**src/design/dcops_defs.svh**
```systemverilog
`ifndef DCOPS_DEFS_SVH
`define DCOPS_DEFS_SVH

// register offsets
`define DCOPS_ADDR_CFG      4'h0
`define DCOPS_ADDR_ALM_MASK 4'h1
`define DCOPS_ADDR_CTRL     4'h2
`define DCOPS_ADDR_STATUS   4'h3
`define DCOPS_ADDR_IRQ_STAT 4'h4
`define DCOPS_ADDR_IRQ_MASK 4'h5

// config field positions
`define DCOPS_CFG_REMOTE_OK  0
`define DCOPS_CFG_SB_INV     1
`define DCOPS_CFG_SB_AUTO    2
`define DCOPS_CFG_OT_AUTO    3
`define DCOPS_CFG_PWRON_RST  4
`define DCOPS_CFG_PF_AUTO    5
`define DCOPS_CFG_REXIT_AUTO 6
`define DCOPS_CFG_ST_DCSEL   7

// alarm mask positions
`define DCOPS_AM_P1_OT   0
`define DCOPS_AM_P1_PF   1
`define DCOPS_AM_P2_OVP  2
`define DCOPS_AM_P2_OCP  3
`define DCOPS_AM_P2_OPP  4

// control bits
`define DCOPS_CTRL_ON     0
`define DCOPS_CTRL_OFF    1
`define DCOPS_CTRL_REM    2
`define DCOPS_CTRL_LOCAL  3

// irq bits
`define DCOPS_IRQ_PF   0
`define DCOPS_IRQ_OT   1
`define DCOPS_IRQ_PROT 2
`define DCOPS_IRQ_SB   3

// reset values
`define DCOPS_CFG_RST      8'h01
`define DCOPS_ALM_MASK_RST 5'h07
`define DCOPS_IRQ_MASK_RST 4'h0

`endif

```
**src/design/dcops_pkg.sv**
```systemverilog
package dcops_pkg;

	typedef struct packed {
		logic [3:0] addr;
		logic [7:0] wdata;
		logic       wr;
		logic       rd;
	} dcops_bus_t;

	typedef struct packed {
		logic ot;
		logic pf;
		logic overvoltage_alarm;
		logic overcurrent_alarm;
		logic overpower_alarm;
	} dcops_alarm_t;

	typedef struct packed {
		logic [7:0]   cfg;
		logic [4:0]   alm_mask;
		logic [3:0]   irq_stat;
		logic [3:0]   irq_mask;
		logic         dc_on;
		logic         remote;
		logic         on_by_other;
		logic         was_on_pf;
		logic         was_on_ot;
		logic         pf_hold;
		logic         ot_hold;
		logic         started;
		logic [1:0]   sb_sync;
		logic         sb_prev;
		dcops_alarm_t alm_sync1;
		dcops_alarm_t alm_sync2;
		logic         cv_sync1;
		logic         cv_sync2;
		logic [7:0]   rdata;
		logic         pin6;
		logic         pin14;
		logic         pin15;
	} dcops_state_t;

endpackage

```
**src/design/dcops_top.sv**
```systemverilog
`timescale 1ns/1ps
`include "dcops_defs.svh"

// Function
// - remote disabled: ignore digital and analog remote control attempts
// - without remote permission, control location reads as local
// - standby input has normal or inverted level and function
// - off-only action: standby input can only switch output off
// - auto action: standby toggles output only if turned on elsewhere
// - pin 6 shows overtemperature and power fail, each enable separable
// - pin 14 defaults overvoltage; overvoltage, overcurrent, overpower enables ORed
// - pin 15 shows voltage regulation or output on status by selector
// - after overtemperature: stay off, or restore prior state in auto
// - at power-up output always off: reset clears the restore setting before power-up reads it
// - off setting: output stays off after power fail until user
// - auto setting: output returns after power fail if it was on
// - off setting: leaving remote forces output off
// - auto setting: leaving remote keeps output state
// - power fail immediately turns output off
// - configuration writable only while output is off
module dcops_top
	import dcops_pkg::*;
(
	// clock and reset
	input  wire logic         i_clk,
	input  wire logic         i_rst_n,
	// register port
	input  wire dcops_bus_t   i_bus,
	output logic [7:0]        o_rdata,
	// analog interface and device status
	input  wire logic         i_remote_standby_input,
	input  wire dcops_alarm_t i_alarms,
	input  wire logic         i_constant_voltage_regulation,
	input  wire logic         i_saved_dc_on,
	input  wire logic         i_analog_remote_req,
	// outputs
	output logic              o_dc_enable,
	output logic              o_pin6_alarm,
	output logic              o_pin14_alarm,
	output logic              o_pin15_status,
	output logic              o_remote_active,
	output logic              o_irq
);

	dcops_state_t s_r;
	dcops_state_t s_nxt;
	logic [3:0]   irq_pend;

	//--------------------------------
	// next state
	//--------------------------------
	always_comb
	begin
		logic         wr_cfg;
		logic         wr_am;
		logic         wr_ctrl;
		logic         wr_istat;
		logic         wr_imask;
		logic         rem_ok;
		logic         rem_exit;
		logic         sb_act;
		logic         sb_prev_act;
		logic         sb_edge;
		logic         prot;
		logic [4:0]   am;
		logic [3:0]   ev;
		dcops_alarm_t a;
		wr_cfg = 1'b0;
		wr_am = 1'b0;
		wr_ctrl = 1'b0;
		wr_istat = 1'b0;
		wr_imask = 1'b0;
		rem_ok = 1'b0;
		rem_exit = 1'b0;
		sb_act = 1'b0;
		sb_prev_act = 1'b0;
		sb_edge = 1'b0;
		prot = 1'b0;
		am = 5'h00;
		ev = 4'h0;
		a = s_r.alm_sync2;
		s_nxt = s_r;

		//--------------------------------
		// input synchronisers
		//--------------------------------
		s_nxt.sb_sync = {s_r.sb_sync[0], i_remote_standby_input};
		s_nxt.sb_prev = s_r.sb_sync[1];
		s_nxt.alm_sync1 = i_alarms;
		s_nxt.alm_sync2 = s_r.alm_sync1;
		s_nxt.cv_sync1 = i_constant_voltage_regulation;
		s_nxt.cv_sync2 = s_r.cv_sync1;

		//--------------------------------
		// decode
		//--------------------------------
		rem_ok = s_r.cfg[`DCOPS_CFG_REMOTE_OK];
		wr_cfg = i_bus.wr && (i_bus.addr == `DCOPS_ADDR_CFG) && !s_r.dc_on;
		wr_am = i_bus.wr && (i_bus.addr == `DCOPS_ADDR_ALM_MASK) && !s_r.dc_on;
		wr_ctrl = i_bus.wr && (i_bus.addr == `DCOPS_ADDR_CTRL);
		wr_istat = i_bus.wr && (i_bus.addr == `DCOPS_ADDR_IRQ_STAT);
		wr_imask = i_bus.wr && (i_bus.addr == `DCOPS_ADDR_IRQ_MASK);
		am = i_bus.wdata[4:0];
		prot = a.overvoltage_alarm || a.overcurrent_alarm || a.overpower_alarm;

		//--------------------------------
		// power-up
		//--------------------------------
		// power-up state
		if (!s_r.started)
		begin
			s_nxt.started = 1'b1;
			s_nxt.dc_on = s_r.cfg[`DCOPS_CFG_PWRON_RST] & i_saved_dc_on;
			s_nxt.on_by_other = s_nxt.dc_on;
		end

		//--------------------------------
		// configuration
		//--------------------------------
		if (wr_cfg)
		begin
			s_nxt.cfg = i_bus.wdata;
		end

		if (wr_am && (am[1:0] != 2'b00) && (am[4:2] != 3'b000))
		begin
			s_nxt.alm_mask = am;
		end

		//--------------------------------
		// remote control
		//--------------------------------
		// remote gate
		if (wr_ctrl && i_bus.wdata[`DCOPS_CTRL_REM] && rem_ok)
		begin
			s_nxt.remote = 1'b1;
		end

		if (i_analog_remote_req && rem_ok)
		begin
			s_nxt.remote = 1'b1;
		end

		if (!rem_ok)
		begin
			s_nxt.remote = 1'b0;
		end

		rem_exit = s_r.remote && ((wr_ctrl && i_bus.wdata[`DCOPS_CTRL_LOCAL]) || !rem_ok);
		if (rem_exit)
		begin
			s_nxt.remote = 1'b0;
			if (!s_r.cfg[`DCOPS_CFG_REXIT_AUTO])
			begin
				s_nxt.dc_on = 1'b0;
			end
		end

		//--------------------------------
		// output on and off commands
		//--------------------------------
		if (wr_ctrl && i_bus.wdata[`DCOPS_CTRL_ON] && !s_r.pf_hold && !s_r.ot_hold)
		begin
			s_nxt.dc_on = 1'b1;
			s_nxt.on_by_other = 1'b1;
		end

		if (wr_ctrl && i_bus.wdata[`DCOPS_CTRL_OFF])
		begin
			s_nxt.dc_on = 1'b0;
			s_nxt.on_by_other = 1'b0;
		end

		//--------------------------------
		// standby input
		//--------------------------------
		// polarity
		sb_act = s_r.sb_sync[1] ^ s_r.cfg[`DCOPS_CFG_SB_INV];
		sb_prev_act = s_r.sb_prev ^ s_r.cfg[`DCOPS_CFG_SB_INV];
		sb_edge = s_r.remote && rem_ok && (sb_act != sb_prev_act);
		if (sb_edge)
		begin
			ev[`DCOPS_IRQ_SB] = 1'b1;
			if (sb_act)
			begin
				s_nxt.dc_on = 1'b0;
			end
			else if (s_r.cfg[`DCOPS_CFG_SB_AUTO] && s_r.on_by_other && !s_r.pf_hold && !s_r.ot_hold)
			begin
				s_nxt.dc_on = 1'b1;
			end
		end

		//--------------------------------
		// overtemperature
		//--------------------------------
		// overtemperature recovery
		if (a.ot && !s_r.ot_hold)
		begin
			s_nxt.ot_hold = 1'b1;
			s_nxt.was_on_ot = s_r.dc_on;
			ev[`DCOPS_IRQ_OT] = 1'b1;
		end

		if (s_r.ot_hold && !a.ot)
		begin
			s_nxt.ot_hold = 1'b0;
			s_nxt.dc_on = s_r.cfg[`DCOPS_CFG_OT_AUTO] & s_r.was_on_ot;
		end

		if (s_r.ot_hold && a.ot)
		begin
			s_nxt.dc_on = 1'b0;
		end

		//--------------------------------
		// power fail
		//--------------------------------
		// power fail off
		if (a.pf && !s_r.pf_hold)
		begin
			s_nxt.pf_hold = 1'b1;
			s_nxt.was_on_pf = s_r.dc_on;
			s_nxt.dc_on = 1'b0;
			ev[`DCOPS_IRQ_PF] = 1'b1;
		end

		if (s_r.pf_hold && a.pf)
		begin
			s_nxt.dc_on = 1'b0;
		end

		if (s_r.pf_hold && !a.pf)
		begin
			s_nxt.pf_hold = 1'b0;
			s_nxt.dc_on = s_r.cfg[`DCOPS_CFG_PF_AUTO] & s_r.was_on_pf;
		end

		//--------------------------------
		// protection trips
		//--------------------------------
		if (prot && s_r.dc_on)
		begin
			s_nxt.dc_on = 1'b0;
			ev[`DCOPS_IRQ_PROT] = 1'b1;
		end

		//--------------------------------
		// interrupts
		//--------------------------------
		// set wins over clear
		if (wr_istat)
		begin
			s_nxt.irq_stat = s_r.irq_stat & ~i_bus.wdata[3:0];
		end

		if (wr_imask)
		begin
			s_nxt.irq_mask = i_bus.wdata[3:0];
		end

		s_nxt.irq_stat = s_nxt.irq_stat | ev;

		//--------------------------------
		// analog interface pins
		//--------------------------------
		// pin 6 routing
		s_nxt.pin6 = (a.ot & s_r.alm_mask[`DCOPS_AM_P1_OT]) | (a.pf & s_r.alm_mask[`DCOPS_AM_P1_PF]);

		s_nxt.pin14 = (a.overvoltage_alarm & s_r.alm_mask[`DCOPS_AM_P2_OVP]) | (a.overcurrent_alarm & s_r.alm_mask[`DCOPS_AM_P2_OCP])
			| (a.overpower_alarm & s_r.alm_mask[`DCOPS_AM_P2_OPP]);

		s_nxt.pin15 = s_r.cfg[`DCOPS_CFG_ST_DCSEL] ? s_r.dc_on : s_r.cv_sync2;

		//--------------------------------
		// register read
		//--------------------------------
		s_nxt.rdata = 8'h00;
		if (i_bus.rd)
		begin
			unique case (i_bus.addr)
				`DCOPS_ADDR_CFG:      s_nxt.rdata = s_r.cfg;
				`DCOPS_ADDR_ALM_MASK: s_nxt.rdata = {3'h0, s_r.alm_mask};
				`DCOPS_ADDR_STATUS:   s_nxt.rdata = {3'h0, s_r.pf_hold, s_r.ot_hold, s_r.on_by_other,
					s_r.remote & rem_ok, s_r.dc_on};
				`DCOPS_ADDR_IRQ_STAT: s_nxt.rdata = {4'h0, s_r.irq_stat};
				`DCOPS_ADDR_IRQ_MASK: s_nxt.rdata = {4'h0, s_r.irq_mask};
				default:              s_nxt.rdata = 8'h00;
			endcase
		end
	end

	//--------------------------------
	// state register
	//--------------------------------
	always_ff @(posedge i_clk)
	begin
		if (!i_rst_n)
		begin
			s_r <= '0;
			s_r.cfg <= `DCOPS_CFG_RST;
			s_r.alm_mask <= `DCOPS_ALM_MASK_RST;
			s_r.irq_mask <= `DCOPS_IRQ_MASK_RST;
		end
		else
		begin
			s_r <= s_nxt;
		end
	end

	//--------------------------------
	// pending interrupts per bit
	//--------------------------------
	for (genvar i = 0; i < 4; i++)
	begin : g_irq
		assign irq_pend[i] = s_r.irq_stat[i] & s_r.irq_mask[i];
	end

	//--------------------------------
	// outputs
	//--------------------------------
	assign o_rdata = s_r.rdata;
	assign o_dc_enable = s_r.dc_on;
	assign o_pin6_alarm = s_r.pin6;
	assign o_pin14_alarm = s_r.pin14;
	assign o_pin15_status = s_r.pin15;
	assign o_remote_active = s_r.remote & s_r.cfg[`DCOPS_CFG_REMOTE_OK];
	assign o_irq = |irq_pend;

endmodule // dcops_top

```
**config.mk**
```make
export PLATFORM = sky130hd
export DESIGN_NAME = dcops_top
export DESIGN_NICKNAME = d
export VERILOG_FILES = /design/src/design/dcops_pkg.sv /design/src/design/dcops_top.sv
export VERILOG_INCLUDE_DIRS = /design/src /design/src/design
export SDC_FILE = /design/constraint.sdc
export NUM_CORES = 1
export LEC_CHECK = 0
export BUFFER_PORTS_ARGS = -buffer_cell sky130_fd_sc_hd__buf_2
export CAP_MARGIN = 20
export CORE_MARGIN = 2
export CORE_UTILIZATION = 30
export CTS_BUF_LIST = sky130_fd_sc_hd__clkbuf_8
export DETAILED_ROUTE_END_ITERATION = 7
export SLEW_MARGIN = 20
export SYNTH_ARGS = -nofsm -noshare
export SYNTH_HDL_FRONTEND = slang
export SYNTH_SLANG_ARGS = --single-unit
export TNS_END_PERCENT = 5
```
**constraint.sdc**
```tcl
create_clock -name i_clk -period 1.85 [get_ports i_clk]
set_input_delay 0.0925 -clock i_clk [delete_from_list [all_inputs] [get_ports i_clk]]
set_output_delay 0.0925 -clock i_clk [all_outputs]
set_load 0.05 [all_outputs]
```
==> results.toml, run 1 <==
[status]
status = "finished, final reports clean"

[final_layout]
nFillCells = 779
stdcell_area_sq_um = 2654
instances_no_fill = 366
n_antenna_cell = 0
nets = 292
synthToLayoutAreaGrowth_pct = 17.18
drive_gt1_share_pct = 22.10

[setup_path]
r2r-start = "s_r[48]"
cp-startpoint = "s_r[47]"
critPathKind = "register to output port"
critPathLaunchType = "register"
rr_endpoint = "o_dc_enable"
reg2reg_depth = 5
rrSetupSlack_ns = 0.54
end_kind = "output port"
cp_max_fo = 5
cp.arrival_ns = 1.26
crit_required_ns = 1.76

[global_route]
grt_pass1_vias = 1632
antenna_found_initial = 0
overflow = 0
grt_pass1_wl_microns = 8473
track_usage_pct = 13.13
grt_max_degree = 30

[synthesis]
syn_inst = 229
syn-num-nets = 254
ys_types = 41
synth_area_sq_um = 2265
ys_warn_count = 0
synth-main-ff-cell = "dfxtp_1"
yosysSeqAreaShare_pct = 48.62
synth-seq-cells = 55
synth_edf_count = 0
async_flop_share_pct = 0
synth_area_per_cell_sq_um = 9.889

[sta]
layout_setup_ws_ns = 0.4986
post-route-min-period_ns = 1.351
relSlewSlack_pct = 63.67
clock_skew_ns = 0.01430
hold_viol = 0
tightest_slew_ns = 0.5426
hold_slack_ns = 0.04064
fin_setup_tns_ns = 0
fmax_ghz = 0.7400
slew_violations = 0
rsz0062_at_grt = "no"
setup_viol = 0
fin_crit_sh_pct = 73.05

[power_and_ir_drop]
power_frac_comb_pct = 9.0
power_frac_clock_pct = 31.2
p_seq_share_pct = 59.8
switching_share_pct = 24.69
internal-power_w = 0.001555
power_density_nw_per_um2 = 777.8
leakagePower_nw = 1.079
switchingPower_w = 0.0005096
irDropWorstVdd_v = 0.0003103

[placement]
hpwl_microns = 3692
place_inst = 352
pre_cts_slack_ns = 0.3808
placed_area_sq_um = 2501
io_buffers = 38
gp_congestion = 0.8843

[detailed_routing]
routed_wl_microns = 5092
vias_per_cell = 4.781
post_drt_wl_per_cell_microns = 13.91
vias = 1750
drtIter0Drc = 139
drtAntennaViolNets = 0
firstDrtPassIters = 4
drc = 0

[floorplan]
rows = 31
die_area_sq_um = 8260
core-area_sq_um = 7292
initial_utilization_pct = 31.06
die_y_microns = 90.89
die_x_microns = 90.89
io_pins = 39

[cts]
clk_path_buf_depth = 2
path_clk_slew_ns = 0.09
cts_root_buf = "clkbuf_8"
h-tree-depth = 2
cts_made_buffers = 5
ctsHoldBuffers = 7
clk_latency_ns = 0.31
cts_setup_buffers = 0
cts_num_sinks = 55
cts_resized = 0
tritoncts = "built"

[run]
maxCapViolations = 0

[hold_path]
min-delay-start = "i_bus[8]"
whs_path_depth = 3
hold_end = "s_r[53]"
hp-class = "input pin to register"
==> layer usage <==
metal	global-route usage (%)	share of wire, %	vias up
met5	0	0	-
met4	6.692	2.0	0
met3	3.840	5.4	7
met2	19.71	44	49
met1	17.11	48	823
li1	-	-	871
==> registers in the layout (all words and copies together) (netlist names) <==
register,count
o_pin15_status,1
s_nxt,8
o_pin14_alarm,1
o_dc_enable,1
o_rdata,8
s_r,35
o_pin6_alarm,1
==> stage by stage <==
| step | total power, W | util (%) |
|---|---|---|
| after global routing | 0.002157 | 36.39 |
| after CTS | 0.002096 | 36.39 |
| after global placement | 0.001436 | 34.30 |
| after detailed placement | 0.001438 | 34.30 |
| after floorplan | 0.001366 | - |
| final | 0.002064 | 36.39 |
==> worst max-delay path by stage <==
stage               cells after the start               to  slack [ns]
floorplan                               4          s_r[47]        0.38
global placement                        6          s_r[45]        0.39
detailed placement                      6          s_r[45]        0.38
CTS                                     3  o_remote_active        0.50
global route                            3  o_remote_active        0.41
finish                                  3  o_remote_active        0.50
==> final cells by class <==
type	instances	area, sq um	area share [%]
Tap cell	99	123.9	4.668
Clock inverter	2	13.76	0.5186
Clock buffer	5	68.82	2.593
Multi-Input combinational cell	154	1052	39.65
Sequential cell	55	1101	41.49
Inverter	3	11.26	0.4243
Timing Repair Buffer	48	282.8	10.66
==> cells in the final DEF, fill, tap and decap left out, types with 7 or more instances in the layout <==
master         count
dlygate4sd3_1      7
nand3_1           11
nor2b_1           14
and2_1            21
buf_2             38
nand2_1           29
mux2i_1           10
a22oi_1           11
dfxtp_1           55
a21boi_0           9
==> cell usage after synthesis (all sizes together), types with 2 or more instances <==
cell,number,area (sq um)
nor2,6,22.52
o31ai,2,20.02
nor4b,3,71.32
and2,21,131.4
nand3,11,55.05
nand2,29,108.9
inv,3,11.26
clkbuf,7,27.52
a31oi,5,31.28
buf,10,72.56
and3,3,20.02
dfxtp,55,1101
mux2i,10,100.1
a222oi,2,20.02
o21a,2,15.01
a21oi,3,15.01
a21boi,10,75.07
nand3b,4,30.03
a22oi,12,95.09
o21ai,3,15.01
nor2b,14,87.58
==> worst max-delay path, cell delays in order, from the launching register on <==
cell and delay, ns:
dfxtp_1 0.42, nand2_1 0.14, inv_1 0.12, buf_2 0.27
==> power by group through the flow <==
stage	clock network, W	registers [W]	logic (W)
2_1_floorplan	0	0.00127	0.000101
4_1_cts	0.000674	0.00123	0.000188
3_3_place_gp	0	0.00126	0.000175
5_1_grt	0.000714	0.00124	0.000205
6_report	0.000644	0.00123	0.000186
3_5_place_dp	0	0.00126	0.000176
==> logic make-up after synthesis <==
logic type,synth area share [%]
simple gates,27.13
flops,48.62
compound gates,14.53
buf+inv,4.916
mux,4.420
xor+xnor,0.3868
Note: power is estimated with default switching activity, not from simulation.
==> inputs of run 2 (changes only) <==
- ABC_AREA: default -> 1
- clock period: 1.85 -> 1.25 ns (I/O delays scaled with it)
==> run 2 against run 1 <==
Largest cell class unchanged. Clock skew fell by 0.0054 ns. The flow now finishes with violations (negative setup slack). Combinational power rose by 77%. Synthesized cell count rose by 24%. Setup slack got worse by 0.53 ns. Sequential share of layout area fell by 1.8 points. Die area fell by 2.6%.
==> results.toml, run 2 <==
[status]
status = "finished, violations left"
failed_checks = "negative setup slack"

[cts]
cts_root_buf = "clkbuf_8"
clk_latency_ns = 0.30
clk_path_buf_depth = 2
path_clk_slew_ns = 0.09
cts_num_sinks = 55
cts_made_buffers = 5
h-tree-depth = 2
tritoncts = "built"

[power_and_ir_drop]
switchingPower_w = 0.0007527
power_density_nw_per_um2 = 1096
power_frac_clock_pct = 29.2
power_frac_comb_pct = 10.8
irDropWorstVdd_v = 0.0004699
leakagePower_nw = 1.281
p_seq_share_pct = 60.0
internal-power_w = 0.002294
switching_share_pct = 24.71
power_w = 0.003047

[final_layout]
largest_reg_flops = 35
synthToLayoutAreaGrowth_pct = 26.12
layout_commonest_cell = "dfxtp_1"
instances_no_fill = 440
drive_gt1_share_pct = 24.63
multiInputGateArea_sq_um = 879.6
ff_latch_area_sq_um = 1104
n_antenna_cell = 0
nets = 367
stdcell_area_sq_um = 2779
mostFrequentLayoutCells = "dfxtp_1, nand2_1, inv_1, buf_2, a21oi_1"
nFillCells = 781
regMostFlops = "s_r"

[detailed_routing]
vias = 1966
post_drt_wl_per_cell_microns = 12.15
drtIter0Drc = 105
routed_wl_microns = 5348
firstDrtPassIters = 4
vias_per_cell = 4.468
drtAntennaViolNets = 0
drc = 0

[synthesis]
synthXorXnorAreaFrac_pct = 0.3975
synth_compound_area_share_pct = 17.66
synthMuxAreaShare_pct = 0
synth_top_family_by_area = "simple AND/OR/NAND/NOR gates"
synth-main-ff-cell = "dfxtp_1"
synth-seq-cells = 55
syn-num-nets = 309
syn_inst = 284
synth-adder-area-share_pct = 0
synthTopCellsByCount = "dfxtp_1, nand2_1, inv_1"
synth_area_leaders = "dfxtp_1, nand2_1, inv_1"
async_flop_share_pct = 0
ys_warn_count = 0
synth_edf_count = 0
ys_types = 27
yosysMostFrequentCell = "dfxtp_1"
synth_top_cell_by_area = "dfxtp_1"
synth_simple_gate_area_share_pct = 19.53
synth_area_per_cell_sq_um = 7.758
yosysSeqAreaShare_pct = 49.97
yosysTopAreaCellShare_pct = 49.97
synth_area_sq_um = 2203

[sta]
tightest_slew_ns = 0.3970
slew_violations = 0
fin_crit_sh_pct = 102.9
rsz0062_at_grt = "yes"
relSlewSlack_pct = 73.50
hold_slack_ns = 0.01036
layout_setup_ws_ns = -0.03599
fmax_ghz = 0.7776
hold_viol = 0
setup_viol = 1
clock_skew_ns = 0.008875
post-route-min-period_ns = 1.286

[setup_path]
cp.arrival_ns = 1.48
critPathKind = "register to register"
end_kind = "register"
critPathLaunchType = "register"
cp_max_fo = 5
crit_required_ns = 1.44

[global_route]
grt_pass1_vias = 1763
track_usage_pct = 13.63
grt_max_degree = 17
antenna_found_initial = 0
overflow = 0
grt_pass1_wl_microns = 8825

[floorplan]
die_x_microns = 89.70
rows = 31
io_pins = 39
core-area_sq_um = 7176
die_area_sq_um = 8046
initial_utilization_pct = 30.71
die_y_microns = 89.70

[placement]
hpwl_microns = 4067
io_buffers = 38
gp_congestion = 0.8785
placed_area_sq_um = 2544
place_inst = 422

[run]
maxCapViolations = 0

[hold_path]
hp-class = "input pin to register"
-- run 2: cell count changes after synthesis, moves of 10 or more --
| cell | before | now |
|---|---|---|
| a21oi_1 | 3 | 28 |
| a22oi_1 | 11 | 0 |
| and2_1 | 21 | 0 |
| inv_1 | 3 | 45 |
| mux2i_1 | 10 | 0 |
| nand2_1 | 29 | 53 |
| nor2b_1 | 14 | 0 |
| o21ai_1 | 0 | 13 |
-- run 2: routing by layer --
metal,global-route usage (%),vias up,wire [microns]
met4,4.744,0,85
met2,22.10,65,2476
met3,3.185,6,347
li1,-,1030,-
met1,17.89,865,2438
met5,0,-,0
-- run 2: layout make-up --
cell class	instances	share of cell area, %
Sequential cell	55	39.71
Multi-Input combinational cell	165	31.65
Timing Repair Buffer	63	14.54
Inverter	52	7.024
Tap cell	99	4.457
Clock buffer	5	2.476
Clock inverter	1	0.1351
-- run 2: kinds of logic after synthesis --
logic type,Yosys count
AO/OA/AOI/OAI,67
AND/OR/NAND/NOR,96
buffers and inverters,65
flip-flops,55
XOR/XNOR,1
-- run 2: timing repair --
item,in CTS,in global routing
hold buffers,8,0
endpoints found under the setup margin,4,8
gates cloned,0,1
resized for setup,7,5
hold endpoints to repair,8,0
setup buffers,0,3
pin swaps,2,2
-- run 2: worst max-delay path, cell delays in order, from the launching register on --
cell      delay [ns]
dfxtp_2         0.33
inv_2           0.09
nand2_4         0.07
a211oi_4        0.30
o31ai_4         0.16
a21oi_2         0.16
o21ai_1         0.07
-- run 2: power by group through the flow --
| stage | clock network, W | logic [W] | registers [W] |
|---|---|---|---|
| 6_report | 0.000890 | 0.000329 | 0.00183 |
| 5_1_grt | 0.00102 | 0.000366 | 0.00184 |
| 3_5_place_dp | 0 | 0.000297 | 0.00187 |
| 4_1_cts | 0.000926 | 0.000322 | 0.00183 |
| 2_1_floorplan | 0 | 0.000158 | 0.00188 |
| 3_3_place_gp | 0 | 0.000295 | 0.00187 |
-- run 2: metrics by stage --
step | util [%] | setup slack (ns) | setup TNS [ns]
after floorplan | - | -0.2280 | -1.396
after global placement | 35.45 | 0.03547 | 0
after detailed placement | 35.45 | -0.004002 | -0.006122
after CTS | 37.96 | -0.001513 | -0.001513
after global routing | 38.73 | -0.1388 | -0.5491
final | 38.73 | -0.03599 | -0.03599
-- run 2: final timing paths --
path                             startpoint       to  slack [ns]  depth (start not counted)
worst max-delay path            o_dc_enable  s_r[44]       -0.04                          6
worst min-delay path                i_rst_n  s_r[26]        0.01                          1
worst max register to register  o_dc_enable  s_r[44]       -0.04                          6
worst min register to register    s_nxt[17]  s_r[17]        0.42                          2
==> inputs of run 3 (changes only) <==
- BUFFER_PORTS_ARGS: -buffer_cell sky130_fd_sc_hd__buf_2 -> default
- DONT_BUFFER_PORTS: default -> 1
==> run 3 against run 2 <==
The run now ends clean. Sequential power barely moved. Clock skew shrank 0.0012 ns. Count of clock-buffer cells in the layout stayed put. Final cell count decreased by 3.2%. Combinational power down 10%. Final area up 1.7%. Critical path depth fell by 1. Core utilization increased by 0.65 points. Register-to-register slack better by 0.04 ns. Sequential share of layout area down 0.56 points. Largest power group unchanged.
==> results.toml, run 3 (synthesis results as in run 2) <==
[status]
status = "finished, final reports clean"

[sta]
post-route-min-period_ns = 1.245
fin_setup_tns_ns = 0
tightest_slew_ns = 0.7328
relSlewSlack_pct = 51.15
rsz0062_at_grt = "yes"
clock_skew_ns = 0.007724
setup_viol = 0
fin_crit_sh_pct = 99.61
fmax_ghz = 0.8032
slew_violations = 0
hold_viol = 0

[floorplan]
die_area_sq_um = 8046
die_y_microns = 89.70
rows = 31
initial_utilization_pct = 30.71
core-area_sq_um = 7176
io_pins = 39
die_x_microns = 89.70

[power_and_ir_drop]
power_w = 0.003098
power_density_nw_per_um2 = 1096
leakagePower_nw = 1.192
irDropWorstVdd_v = 0.0004849

[cts]
clk_latency_ns = 0.31
cts_num_sinks = 55
clk_path_buf_depth = 2
cts_root_buf = "clkbuf_8"
path_clk_slew_ns = 0.10
h-tree-depth = 2
tritoncts = "built"
cts_made_buffers = 5

[detailed_routing]
post_drt_wl_per_cell_microns = 12.85
routed_wl_microns = 5473
drtAntennaViolNets = 0
drtIter0Drc = 94
vias = 1952
drc = 0
vias_per_cell = 4.582
firstDrtPassIters = 4

[placement]
gp_congestion = 0.9406
place_inst = 381
hpwl_microns = 3949
io_buffers = 0
placed_area_sq_um = 2331

[run]
maxCapViolations = 0

[hold_path]
whs_path_depth = 2
hp-class = "input pin to register"

[final_layout]
mostFrequentLayoutCells = "nand2_1, dfxtp_1, inv_1, dlygate4sd3_1, a21oi_1"
drive_gt1_share_pct = 13.15
synthToLayoutAreaGrowth_pct = 28.22
regMostFlops = "s_r"
nets = 351
instances_no_fill = 426
layout_commonest_cell = "nand2_1"
stdcell_area_sq_um = 2825
largest_reg_flops = 35
n_antenna_cell = 0
utilization_pct = 39.37

[global_route]
overflow = 0
grt_pass1_vias = 1897
grt_pass1_wl_microns = 9239
antenna_found_initial = 0
grt_max_degree = 21
track_usage_pct = 14.13

[setup_path]
cp.arrival_ns = 1.44
cp_max_fo = 3
end_kind = "register"
reg2reg_depth = 5
crit_required_ns = 1.45
critPathLaunchType = "register"
critPathKind = "register to register"
-- run 3: cell types whose count changed in the layout (fill, tap and decap cells not counted), moves of 2 or more --
cell	previous run	this run
dfxtp_2	2	4
dlygate4sd3_1	8	35
buf_4	17	11
dfxtp_1	53	51
buf_2	37	0
-- run 3: area by class of cell --
type / instances / area [sq um]
Timing Repair Buffer: 48 / 456.7
Fill cell: 751 / 4350
Multi-Input combinational cell: 164 / 858.3
Clock inverter: 3 / 16.27
Clock buffer: 5 / 68.82
Inverter: 52 / 195.2
Tap cell: 99 / 123.9
Sequential cell: 55 / 1106
-- run 3: critical path, cell delays in order (launching register included) --
cell and delay, ns:
dfxtp_1 0.36, nand2_1 0.07, nand3_1 0.07, nand2_1 0.06
inv_1 0.03, dlygate4sd3_1 0.54
-- run 3: timing repair --
action                                  CTS  global route
hold buffers                             35             1
endpoints found under the hold margin    39             2
gates resized for setup                   3             9
pin swaps                                 1             1
endpoints found under the setup margin    4            17
setup buffers                             1             0
-- run 3: path summary, 6_finish.rpt --
kind | start | end | slack [ns]
worst max-delay path | s_r[44] | o_pin14_alarm | 0.005
worst max register to register | s_r[44] | o_pin14_alarm | 0.005
worst min-delay path | i_bus[5] | s_r[44] | 0.02
worst min register to register | s_r[30] | s_r[30] | 0.47
-- run 3: routing by layer --
metal  share of wire, %  vias to the layer above  wire (microns)  global-route usage [%]
met3                8.4                        8             461                   4.610
met5                  0                        -               0                       0
met1                 43                      880            2365                   18.15
li1                   -                      987               -                       -
met4                1.6                        0              89                   2.692
met2                 47                       77            2556                   23.48
-- run 3: where the power goes --
part           internal [W]  switching (W)  leakage, nW  total (W)
logic              0.000140       0.000156        0.696   0.000296
clock network      0.000385       0.000568       0.0453   0.000952
registers           0.00180      0.0000464        0.450    0.00185
total               0.00233       0.000770         1.19    0.00310
-- run 3: through the flow --
step / setup WS [ns] / hold WS (ns)
after floorplan: -0.2280 / 0.09022
after global placement: 0.05626 / 0.09265
after detailed placement: -0.02856 / 0.09290
after CTS: -0.01898 / -0.1099
after global routing: -0.07092 / 0.01850
final: 0.004925 / 0.01552
